--- config.mk ---
export PLATFORM = sky130hd
export DESIGN_NAME = ipr_prio_bank
export DESIGN_NICKNAME = d
export VERILOG_FILES = /design/src/ipr_pkg.sv /design/src/ipr_level_map.sv /design/src/ipr_prio_bank.sv /design/src/ipr_prio_field.sv
export SDC_FILE = /design/constraint.sdc
export NUM_CORES = 1
export LEC_CHECK = 0
export ABC_AREA = 1
export BUFFER_PORTS_ARGS = -buffer_cell sky130_fd_sc_hd__buf_4
export CORE_MARGIN = 4
export CORE_UTILIZATION = 30
export CTS_BUF_LIST = sky130_fd_sc_hd__clkbuf_4
export DETAILED_ROUTE_END_ITERATION = 8
export HOLD_SLACK_MARGIN = 0.12
export PLACE_DENSITY_LB_ADDON = 0.15
export SLEW_MARGIN = 20
export SYNTH_ARGS = -nofsm -noshare
export SYNTH_HDL_FRONTEND = slang
export SYNTH_HIERARCHICAL = 1
export SYNTH_SLANG_ARGS = --single-unit
--- constraint.sdc ---
create_clock -name clock -period 1.3 [get_ports clock]
set_input_delay 0 -clock clock [delete_from_list [all_inputs] [get_ports clock]]
set_output_delay 0 -clock clock [all_outputs]
set_load 0.02 [all_outputs]
--- src/ipr_pkg.sv ---
/*
 * Shared constants for the interrupt priority register bank: register
 * indices on the plain register port, field positions and reset codes.
 * Assumes a 16-bit data path and 3-bit priority fields.
 */
`default_nettype none

package ipr_pkg;

	localparam int IPR_NUM_SRC = 16;
	localparam int IPR_ADDR_W = 3;
	localparam int IPR_DATA_W = 16;
	localparam int IPR_CODE_W = 3;

	typedef logic [IPR_CODE_W-1:0] ipr_code_t;
	typedef logic [IPR_ADDR_W-1:0] ipr_addr_t;
	typedef logic [IPR_DATA_W-1:0] ipr_data_t;

	// Register indices on the register port
	localparam ipr_addr_t IPR_ADDR_CRC_UART = 3'h0;
	localparam ipr_addr_t IPR_ADDR_LOW_VOLT = 3'h1;
	localparam ipr_addr_t IPR_ADDR_CHARGE = 3'h2;
	localparam ipr_addr_t IPR_ADDR_SERIAL3 = 3'h3;
	localparam ipr_addr_t IPR_ADDR_USB_I2C3 = 3'h4;
	localparam ipr_addr_t IPR_ADDR_SPI3_SER4 = 3'h5;
	localparam ipr_addr_t IPR_ADDR_OFF_MAP = 3'h6;

	// Field low-bit positions
	localparam int IPR_LSB_14 = 12;
	localparam int IPR_LSB_10 = 8;
	localparam int IPR_LSB_6 = 4;
	localparam int IPR_LSB_2 = 0;

	// Field codes
	localparam ipr_code_t IPR_CODE_RESET = 3'h4;
	localparam ipr_code_t IPR_CODE_OFF = 3'h0;

	// Source index order:
	// 0 crc err, 1 ser2 err, 2 ser1 err, 3 low volt, 4 charge time,
	// 5 ser3 tx, 6 ser3 rx, 7 ser3 err, 8 ser4 err, 9 usb otg,
	// 10 i2c3 master, 11 i2c3 slave, 12 spi3 event, 13 spi3 fault,
	// 14 ser4 tx, 15 ser4 rx
	localparam ipr_addr_t IPR_SRC_REG [IPR_NUM_SRC] = '{
		3'h0, 3'h0, 3'h0, 3'h1, 3'h2, 3'h3, 3'h3, 3'h3,
		3'h4, 3'h4, 3'h4, 3'h4, 3'h5, 3'h5, 3'h5, 3'h5};
	localparam int IPR_SRC_LSB [IPR_NUM_SRC] = '{
		12, 8, 4, 0, 4, 12, 8, 4,
		12, 8, 4, 0, 12, 8, 4, 0};

endpackage : ipr_pkg

`default_nettype wire

--- src/ipr_level_map.sv ---
/*
 * Turns a stored priority code into the level and request-allowed flag
 * seen by the arbitration logic. Purely combinational.
 */
`timescale 1ns/1ps
`default_nettype none

module ipr_level_map
	import ipr_pkg::*;
(
	input wire logic [IPR_CODE_W-1:0] code,
	output logic [IPR_CODE_W-1:0] level,
	output logic active
);

	// Linear map: code 1 is level 1, all-ones is level 7
	assign level = code;
	// Zero code blocks the source whatever its flag and enable say
	assign active = (code != IPR_CODE_OFF);

endmodule : ipr_level_map

`default_nettype wire

--- src/ipr_prio_bank.sv ---
/*
 * Interrupt priority register bank, upper range: six 16-bit registers of
 * 3-bit priority fields plus a read-only map of disabled sources.
 * Assumes a plain register port on the same clock: one-cycle write and
 * read strobes, never together, read data in the cycle after the strobe.
 */
// Notes on behaviour
// Field code all-ones means priority level 7, the highest.
// Code zero disables the source; it never requests service.
// Code one is level 1; codes between map linearly up to 7.
// Unimplemented bits, including the bit above each field, read zero.
// Power-on reset loads each field with binary 100.
// Field bits are read/write; reads give last write or reset value.
// First register: crc error 14-12, serial two 10-8, serial one 6-4.
// Low-voltage register: field in 2-0, bits 15-3 unimplemented.
// Charge-time register: field in 6-4, bits 15-7 and 3-0 unimplemented.
// Serial three register: transmit 14-12, receive 10-8, error 6-4.
// Serial four error 14-12, usb 10-8, i2c master 6-4, slave 2-0.
// Spi event 14-12, spi fault 10-8, serial four tx 6-4, rx 2-0.
// After reset every covered source sits at priority level 4.
// Writes to unimplemented bits are ignored and disturb no field.
`timescale 1ns/1ps
`default_nettype none

module ipr_prio_bank
	import ipr_pkg::*;
(
	input wire logic clock,
	input wire logic rst,
	input wire logic [IPR_ADDR_W-1:0] bus_addr,
	input wire logic [IPR_DATA_W-1:0] bus_wdata,
	input wire logic bus_wr,
	input wire logic bus_rd,
	output logic [IPR_DATA_W-1:0] bus_rdata,
	output logic [IPR_CODE_W-1:0] crc_error_level,
	output logic crc_error_active,
	output logic [IPR_CODE_W-1:0] serial_two_error_level,
	output logic serial_two_error_active,
	output logic [IPR_CODE_W-1:0] serial_one_error_level,
	output logic serial_one_error_active,
	output logic [IPR_CODE_W-1:0] low_voltage_level,
	output logic low_voltage_active,
	output logic [IPR_CODE_W-1:0] charge_time_level,
	output logic charge_time_active,
	output logic [IPR_CODE_W-1:0] serial_three_tx_level,
	output logic serial_three_tx_active,
	output logic [IPR_CODE_W-1:0] serial_three_rx_level,
	output logic serial_three_rx_active,
	output logic [IPR_CODE_W-1:0] serial_three_error_level,
	output logic serial_three_error_active,
	output logic [IPR_CODE_W-1:0] serial_four_error_level,
	output logic serial_four_error_active,
	output logic [IPR_CODE_W-1:0] usb_otg_level,
	output logic usb_otg_active,
	output logic [IPR_CODE_W-1:0] i2c_three_master_level,
	output logic i2c_three_master_active,
	output logic [IPR_CODE_W-1:0] i2c_three_slave_level,
	output logic i2c_three_slave_active,
	output logic [IPR_CODE_W-1:0] spi_three_event_level,
	output logic spi_three_event_active,
	output logic [IPR_CODE_W-1:0] spi_three_fault_level,
	output logic spi_three_fault_active,
	output logic [IPR_CODE_W-1:0] serial_four_tx_level,
	output logic serial_four_tx_active,
	output logic [IPR_CODE_W-1:0] serial_four_rx_level,
	output logic serial_four_rx_active
);

	typedef struct packed {
		logic [IPR_DATA_W-1:0] rdata;
	} ipr_bank_s;

	ipr_bank_s st_r;
	ipr_bank_s st_nxt;

	ipr_code_t code_w [IPR_NUM_SRC];
	ipr_code_t level_w [IPR_NUM_SRC];
	logic [IPR_NUM_SRC-1:0] active_w;
	logic [IPR_NUM_SRC-1:0] wr_hit_w;

	logic [IPR_DATA_W-1:0] img_crc_uart;
	logic [IPR_DATA_W-1:0] img_low_volt;
	logic [IPR_DATA_W-1:0] img_charge;
	logic [IPR_DATA_W-1:0] img_serial3;
	logic [IPR_DATA_W-1:0] img_usb_i2c3;
	logic [IPR_DATA_W-1:0] img_spi3_ser4;
	logic [IPR_DATA_W-1:0] img_off_map;

	// One field store and one level map per source
	for (genvar g = 0; g < IPR_NUM_SRC; g++)
	begin : g_src
		// Only the three field bits reach the store, so writes to the
		// unimplemented bits around it have nowhere to land
		assign wr_hit_w[g] = bus_wr && (bus_addr == IPR_SRC_REG[g]);

		ipr_prio_field #(
			.CODE_W(IPR_CODE_W)
		) u_field (
			.clock(clock),
			.rst(rst),
			.wr_en(wr_hit_w[g]),
			.wr_code(bus_wdata[IPR_SRC_LSB[g] +: IPR_CODE_W]),
			.code(code_w[g])
		);

		ipr_level_map u_map (
			.code(code_w[g]),
			.level(level_w[g]),
			.active(active_w[g])
		);
	end

	// Read images; every bit not named here is a constant zero
	assign img_crc_uart = {
		1'b0, code_w[0],
		1'b0, code_w[1],
		1'b0, code_w[2],
		4'h0
	};

	assign img_low_volt = {
		13'h0000,
		code_w[3]
	};

	assign img_charge = {
		9'h000,
		code_w[4],
		4'h0
	};

	assign img_serial3 = {
		1'b0, code_w[5],
		1'b0, code_w[6],
		1'b0, code_w[7],
		4'h0
	};

	assign img_usb_i2c3 = {
		1'b0, code_w[8],
		1'b0, code_w[9],
		1'b0, code_w[10],
		1'b0, code_w[11]
	};

	assign img_spi3_ser4 = {
		1'b0, code_w[12],
		1'b0, code_w[13],
		1'b0, code_w[14],
		1'b0, code_w[15]
	};

	// Lets software confirm which sources are blocked without decoding
	// every field; one bit per source in source index order
	assign img_off_map = ~active_w;

	// Read data stand only in the cycle after the strobe, zero otherwise,
	// so a stale value can never be mistaken for a fresh answer
	always_comb
	begin
		st_nxt = st_r;
		st_nxt.rdata = '0;
		if (bus_rd)
		begin
			if (bus_addr == IPR_ADDR_CRC_UART)
			begin
				st_nxt.rdata = img_crc_uart;
			end
			else if (bus_addr == IPR_ADDR_LOW_VOLT)
			begin
				st_nxt.rdata = img_low_volt;
			end
			else if (bus_addr == IPR_ADDR_CHARGE)
			begin
				st_nxt.rdata = img_charge;
			end
			else if (bus_addr == IPR_ADDR_SERIAL3)
			begin
				st_nxt.rdata = img_serial3;
			end
			else if (bus_addr == IPR_ADDR_USB_I2C3)
			begin
				st_nxt.rdata = img_usb_i2c3;
			end
			else if (bus_addr == IPR_ADDR_SPI3_SER4)
			begin
				st_nxt.rdata = img_spi3_ser4;
			end
			else if (bus_addr == IPR_ADDR_OFF_MAP)
			begin
				st_nxt.rdata = img_off_map;
			end
			else
			begin
				st_nxt.rdata = '0;
			end
		end
	end

	always_ff @(posedge clock or posedge rst)
	begin
		if (rst)
		begin
			st_r.rdata <= '0;
		end
		else
		begin
			st_r <= st_nxt;
		end
	end

	assign bus_rdata = st_r.rdata;

	// Field stores reset to code 100, so every source starts at level 4
	assign crc_error_level = level_w[0];
	assign crc_error_active = active_w[0];
	assign serial_two_error_level = level_w[1];
	assign serial_two_error_active = active_w[1];
	assign serial_one_error_level = level_w[2];
	assign serial_one_error_active = active_w[2];
	assign low_voltage_level = level_w[3];
	assign low_voltage_active = active_w[3];
	assign charge_time_level = level_w[4];
	assign charge_time_active = active_w[4];
	assign serial_three_tx_level = level_w[5];
	assign serial_three_tx_active = active_w[5];
	assign serial_three_rx_level = level_w[6];
	assign serial_three_rx_active = active_w[6];
	assign serial_three_error_level = level_w[7];
	assign serial_three_error_active = active_w[7];
	assign serial_four_error_level = level_w[8];
	assign serial_four_error_active = active_w[8];
	assign usb_otg_level = level_w[9];
	assign usb_otg_active = active_w[9];
	assign i2c_three_master_level = level_w[10];
	assign i2c_three_master_active = active_w[10];
	assign i2c_three_slave_level = level_w[11];
	assign i2c_three_slave_active = active_w[11];
	assign spi_three_event_level = level_w[12];
	assign spi_three_event_active = active_w[12];
	assign spi_three_fault_level = level_w[13];
	assign spi_three_fault_active = active_w[13];
	assign serial_four_tx_level = level_w[14];
	assign serial_four_tx_active = active_w[14];
	assign serial_four_rx_level = level_w[15];
	assign serial_four_rx_active = active_w[15];

endmodule : ipr_prio_bank

`default_nettype wire

--- src/ipr_prio_field.sv ---
/*
 * One software-writable priority field with its power-on code.
 * Assumes the write enable is already decoded for this field alone.
 */
`timescale 1ns/1ps
`default_nettype none

module ipr_prio_field
	import ipr_pkg::*;
#(
	parameter int CODE_W = IPR_CODE_W
)
(
	input wire logic clock,
	input wire logic rst,
	input wire logic wr_en,
	input wire logic [CODE_W-1:0] wr_code,
	output logic [CODE_W-1:0] code
);

	if (CODE_W != IPR_CODE_W)
	begin : g_bad_width
		$error("ipr_prio_field: field width must be 3");
	end

	typedef struct packed {
		logic [CODE_W-1:0] code;
	} ipr_field_s;

	ipr_field_s st_r;
	ipr_field_s st_nxt;

	always_comb
	begin
		st_nxt = st_r;
		if (wr_en)
		begin
			st_nxt.code = wr_code;
		end
	end

	always_ff @(posedge clock or posedge rst)
	begin
		if (rst)
		begin
			st_r.code <= IPR_CODE_RESET;
		end
		else
		begin
			st_r <= st_nxt;
		end
	end

	assign code = st_r.code;

endmodule : ipr_prio_field

`default_nettype wire

# Yosys cells after proc, flatten, opt, wreduce, memory -nomap -nowiden
# Index checks and enable logic that the tools add are counted.
[word_totals]
in_bits = 23
out_inout_bits = 80
regBits = 64
wordCells = 55
[op_classes]
bitwise = 1
n_eq_ne = 6
muxes = 8
reduce_logical = 23
[op_table]
columns = ["operator", "count"]
rows = [
  ["two-way mux 16 bit", 8],
  ["nonzero test 3 bit", 16],
  ["NOT 16 bit", 1],
  ["== test 3 bit, second input constant", 3],
  ["== test 3 x 2 -> 1 bit, second input constant", 2],
  ["logical AND 1 bit", 6],
  ["== test 3 x 1 -> 1 bit, second input constant", 1],
  ["logical NOT 3 bit", 1],
]

# Logic depth before layout (Yosys ltp)
[logic_depth]
ltp_word = 10
ltp_mapped = 9
mapped_depth_nobuf = 9

# Modules after synthesis
# Netlist, hierarchy kept.
[modules_own_cells]
columns = ["mod", "area_per_inst_um2", "seq_area_each_um2", "n_inst", "cells_per_inst"]
rows = [
  ["ipr_prio_field", 117.6, 76.3, 16, 14],
  ["ipr_prio_bank", 1071.0, 400.4, 1, 150],
  ["ipr_level_map", 33.8, 0.0, 16, 6],
]

# Worst setup path after synthesis
# Ideal clock, no wire load.
[synth_path]
path_kind = "in2reg"
startpoint = "in bus_addr[1]"
endpoint = "reg g_src[12].u_field/code[0] (netlist name)"
path_slack_ps = -322
required_ps = 1183
cell_stages = 7
arrival_ps = 1504
setup_time_ps = 117
n_path_buf = 1
cell_sequence = "buf_6 > inv_2 > nand2_1 > nor3_1 > inv_2 > nand2_1 > nand2_1"
[synth_via]
elab_chain_cells = 2
[synth_lines]
columns = ["item", "line_no", "text"]
rows = [
  ["from (decl)", "ipr_prio_bank.sv:30", "input wire logic [IPR_ADDR_W-1:0] bus_addr,"],
  ["== test 3 bit", "ipr_prio_bank.sv:94", "assign wr_hit_w[g] = bus_wr && (bus_addr == IPR_SRC_REG[g]);"],
  ["logical AND 1 bit", "ipr_prio_bank.sv:94", ""],
  ["via wr_hit_w[12]", "ipr_prio_bank.sv:79", "logic [IPR_NUM_SRC-1:0] wr_hit_w;"],
]
# The timed path passes the listed nets, and every way through them passes these cells.
# A chain may end at the register's enable or synchronous reset.

==> metrics.txt <==
# TYPE chip_impl_metric gauge
chip_impl_metric{name="finalClockSkew",unit="ps"} 14.3
chip_impl_info{name="rsz0062_at_grt",value="yes"} 1
chip_impl_metric{name="die-area",unit="sq mm"} 0.0134
chip_impl_metric{name="route.final.wire_length",unit="um"} 10800
chip_impl_metric{name="placed_instance_area",unit="sq mm"} 0.00418
chip_impl_metric{name="irDropWorstVdd",unit="mV"} 0.560
chip_impl_metric{name="grt_antenna_before_repair",unit=""} 0
chip_impl_metric{name="cts_buffer_depth",unit=""} 2
chip_impl_metric{name="routed_via_density",unit=""} 4.35
chip_impl_metric{name="cap_viol_max_count",unit=""} 0
chip_impl_metric{name="final_antenna_net_count",unit=""} 0
chip_impl_metric{name="numClockSinks",unit=""} 64
chip_impl_metric{name="first_pass_iters",unit=""} 4
chip_impl_metric{name="row_count",unit=""} 39
chip_impl_metric{name="syn_area",unit="sq mm"} 0.00349
chip_impl_info{name="status",value="finished, final reports clean"} 1
chip_impl_metric{name="worst-endpoint-required",unit="ps"} 1580
chip_impl_metric{name="mappedNetlistNets",unit=""} 493
chip_impl_metric{name="number_of_global_route_vias_before_repair",unit=""} 3116
chip_impl_metric{name="initial_core_util",unit=""} 0.306
chip_impl_info{name="tritoncts_clock_tree",value="built"} 1
chip_impl_info{name="cts_root_buffer",value="sky130_fd_sc_hd__clkbuf_4"} 1
chip_impl_metric{name="place.detailed.instances",unit=""} 680
chip_impl_metric{name="detail_route.wl_per_cell",unit="um"} 14.6
chip_impl_metric{name="clkSlewWorstSetupHoldPaths",unit="ps"} 120
chip_impl_info{name="critPathCapture",value="bus_rdata[4]"} 1
chip_impl_info{name="origin_of_the_worst_setup_path",value="g_src[4].u_field/code[2]"} 1
chip_impl_metric{name="sequential_element_share_of_the_synthesized_area",unit=""} 0.464
chip_impl_metric{name="grt_start_max_net_pins",unit=""} 15
chip_impl_metric{name="area_overhead_vs_synth",unit="%"} 38.4
chip_impl_info{name="crit_path_launch_type",value="flip-flop"} 1
chip_impl_metric{name="globalRoute.totalOverflow",unit=""} 0
chip_impl_metric{name="diodes",unit=""} 0
chip_impl_metric{name="cp_data_arrival_time",unit="ps"} 1520
chip_impl_metric{name="grt_first_pass_wirelength",unit="um"} 16800
chip_impl_metric{name="num-fill-cells",unit=""} 1194
chip_impl_metric{name="yosys_warnings",unit=""} 6
chip_impl_metric{name="vias",unit=""} 3220
chip_impl_metric{name="floorplan.io_pins",unit=""} 103
chip_impl_metric{name="fmax",unit="GHz"} 0.806
chip_impl_metric{name="final_layout_size_suffix_gt1_frac",unit=""} 0.390
chip_impl_metric{name="timing.critical_path.fanout_max",unit=""} 4
chip_impl_metric{name="place_congestion",unit=""} 0.818
chip_impl_metric{name="overall_fraction_of_global_route_tracks_in_use",unit=""} 0.166
chip_impl_metric{name="finalInstanceArea",unit="sq mm"} 0.00484
chip_impl_metric{name="post-route-drc-count",unit=""} 0
chip_impl_metric{name="die_x",unit="um"} 116
chip_impl_metric{name="cts_max_level",unit=""} 3
chip_impl_metric{name="cts_inserted_buffers",unit=""} 9
chip_impl_metric{name="ff2ff_setup_slack",unit="ps"} 60
chip_impl_metric{name="post_synth.cell_area_avg",unit="sq um"} 7.43
chip_impl_info{name="hold_class",value="input pin to flip-flop"} 1
chip_impl_metric{name="number_of_buffers_added_on_ports",unit=""} 98
chip_impl_metric{name="power.density",unit="mW/mm^2"} 1430
chip_impl_info{name="commonest_cells_after_routing_fill_and_taps_aside",value="sky130_fd_sc_hd__nand2_1 (194), sky130_fd_sc_hd__buf_4 (126), sky130_fd_sc_hd__dfrtp_1 (46)"} 1
chip_impl_metric{name="final_critical_path_setup_slack",unit="ps"} 59.2
chip_impl_metric{name="slew_headroom",unit=""} 0.469
chip_impl_metric{name="clkLatencyLatePin",unit="ps"} 410
chip_impl_metric{name="layout_worst_path_cycle_share",unit=""} 0.954
chip_impl_metric{name="place_ws",unit="ps"} 89.2
chip_impl_info{name="crit-reg2reg-capture",value="bus_rdata[4]"} 1
chip_impl_metric{name="worst_reg2reg_path_length_in_cells",unit=""} 9
chip_impl_metric{name="setup_viol",unit=""} 0
chip_impl_info{name="critical_path_class",value="flip-flop to flip-flop"} 1
chip_impl_metric{name="layoutNonFillerInstCount",unit=""} 740
chip_impl_metric{name="hold_violations",unit=""} 0
chip_impl_metric{name="drt_iter0_drc",unit=""} 105
chip_impl_info{name="kind_of_capture_point_of_the_worst_setup_path",value="flip-flop"} 1
chip_impl_metric{name="synthDistinctLibCells",unit=""} 27
chip_impl_metric{name="die_y",unit="um"} 116
chip_impl_metric{name="fp.coreArea",unit="sq mm"} 0.0114
chip_impl_metric{name="design.final.nets",unit=""} 615
chip_impl_metric{name="post_synth_inst_count",unit=""} 470
chip_impl_metric{name="drv_slew",unit=""} 0
chip_impl_metric{name="timing_worst_slew_pin_value",unit="ps"} 794
chip_impl_info{name="final_common_cell",value="sky130_fd_sc_hd__nand2_1"} 1
chip_impl_info{name="r2r-start",value="g_src[4].u_field/code[2]"} 1
chip_impl_metric{name="post-route-util",unit=""} 0.424
chip_impl_metric{name="fin_tns_setup",unit="ps"} 0
chip_impl_metric{name="register_bit_count_reported_by_yosys",unit=""} 64
chip_impl_metric{name="post_dp_hpwl",unit="um"} 8120
chip_impl_metric{name="final.min_clock_period",unit="ps"} 1240
chip_impl_metric{name="static_leak",unit="nW"} 2.61
## where the power goes
| group | switching (mW) | internal [mW] |
|---|---|---|
| logic | 1.49 | 1.20 |
| clock network | 0.788 | 0.779 |
| registers | 0.285 | 2.37 |
| total | 2.57 | 4.35 |
## how the worst min path moves through the flow
stage,from,to,cells after the start
floorplan,rst,g_src[0].u_field/code[0],1
global placement,rst,g_src[9].u_field/code[1],2
detailed placement,rst,g_src[8].u_field/code[1],2
CTS,bus_addr[0],bus_rdata[9],6
global route,bus_addr[1],bus_rdata[8],5
finish,bus_addr[0],bus_rdata[9],6
## metal layers
metal / vias to the layer above / GRT usage / wire (um)
met5: - / 0 / 0
met4: 0 / 0.0480 / 141
met3: 12 / 0.0287 / 616
met2: 79 / 0.277 / 5280
met1: 1511 / 0.221 / 4800
li1: 1618 / - / -
## critical path, cell delays in order (launching register included)
cell	delay [ps]
sky130_fd_sc_hd__dfstp_2	590
sky130_fd_sc_hd__inv_2	40
sky130_fd_sc_hd__nand2_2	80
sky130_fd_sc_hd__inv_2	30
sky130_fd_sc_hd__nand4_1	60
sky130_fd_sc_hd__nand3_1	70
sky130_fd_sc_hd__nand2_1	70
sky130_fd_sc_hd__nand2_1	50
sky130_fd_sc_hd__nand2_1	80
sky130_fd_sc_hd__a21oi_2	50
## state kept, by name (all words and copies together) (netlist names)
name	count
g_src.u_field/code	48
bus_rdata	16
## layout make-up
class                           count  area [sq um]  area share
Clock inverter                      7          96.3      0.0199
Inverter                           64           245      0.0507
Timing Repair Buffer              163          1330       0.276
Clock buffer                        9          67.6      0.0140
Tap cell                          143           179      0.0370
Sequential cell                    64          1620       0.336
Multi-Input combinational cell    290          1290       0.267
## synth_stat cells
master | n | area [sq um]
sky130_fd_sc_hd__o211ai_1 | 3 | 22.5
sky130_fd_sc_hd__or2_2 | 2 | 12.5
sky130_fd_sc_hd__dfstp_2 | 16 | 420
sky130_fd_sc_hd__a21oi_1 | 12 | 60.1
sky130_fd_sc_hd__buf_6 | 2 | 22.5
sky130_fd_sc_hd__nand2_2 | 2 | 12.5
sky130_fd_sc_hd__buf_4 | 49 | 368
sky130_fd_sc_hd__inv_1 | 41 | 154
sky130_fd_sc_hd__nor2_2 | 1 | 6.26
sky130_fd_sc_hd__nand3_1 | 4 | 20.0
sky130_fd_sc_hd__or2_0 | 1 | 6.26
sky130_fd_sc_hd__nor2_8 | 1 | 20.0
sky130_fd_sc_hd__o21bai_1 | 4 | 30.0
sky130_fd_sc_hd__inv_2 | 22 | 82.6
sky130_fd_sc_hd__nor3_1 | 2 | 10.0
sky130_fd_sc_hd__nand4_1 | 6 | 37.5
sky130_fd_sc_hd__nand2_4 | 1 | 11.3
sky130_fd_sc_hd__nand3_2 | 1 | 10.0
sky130_fd_sc_hd__dfrtp_1 | 48 | 1200
sky130_fd_sc_hd__nor2_1 | 31 | 116
sky130_fd_sc_hd__clkbuf_1 | 1 | 3.75
sky130_fd_sc_hd__nor2_4 | 2 | 22.5
sky130_fd_sc_hd__clkinv_4 | 1 | 8.76
sky130_fd_sc_hd__o21ai_1 | 4 | 20.0
sky130_fd_sc_hd__nand2_1 | 207 | 777
sky130_fd_sc_hd__or2_1 | 1 | 6.26
sky130_fd_sc_hd__a31oi_1 | 5 | 31.3
## stage by stage
stage / hold slack, ps / power (mW)
5_1_grt: 164 / 7.34
4_1_cts: 122 / 6.73
6_report: 143 / 6.92
3_3_place_gp: 11.6 / 5.00
3_5_place_dp: 17.2 / 5.02
2_1_floorplan: -247 / 4.24
## repair_timing
action,in CTS,in global routing
hold buffers,23,0
buffers inserted,7,14
hold endpoints to repair,127,0
setup endpoints to repair,7,18
gates resized for setup,2,39
pin swaps,0,12
## cell families (layout without fill, tap and decap cells)
group | count (synthesis) | after routing | share of synthesized area
AND/OR/NAND/NOR | 262 | 262 | 0.306
buffers and inverters | 116 | 243 | 0.183
flip-flops | 64 | 64 | 0.464
AO/OA/AOI/OAI | 28 | 28 | 0.0469
No activity file was read; power rests on OpenSTA's default activity.
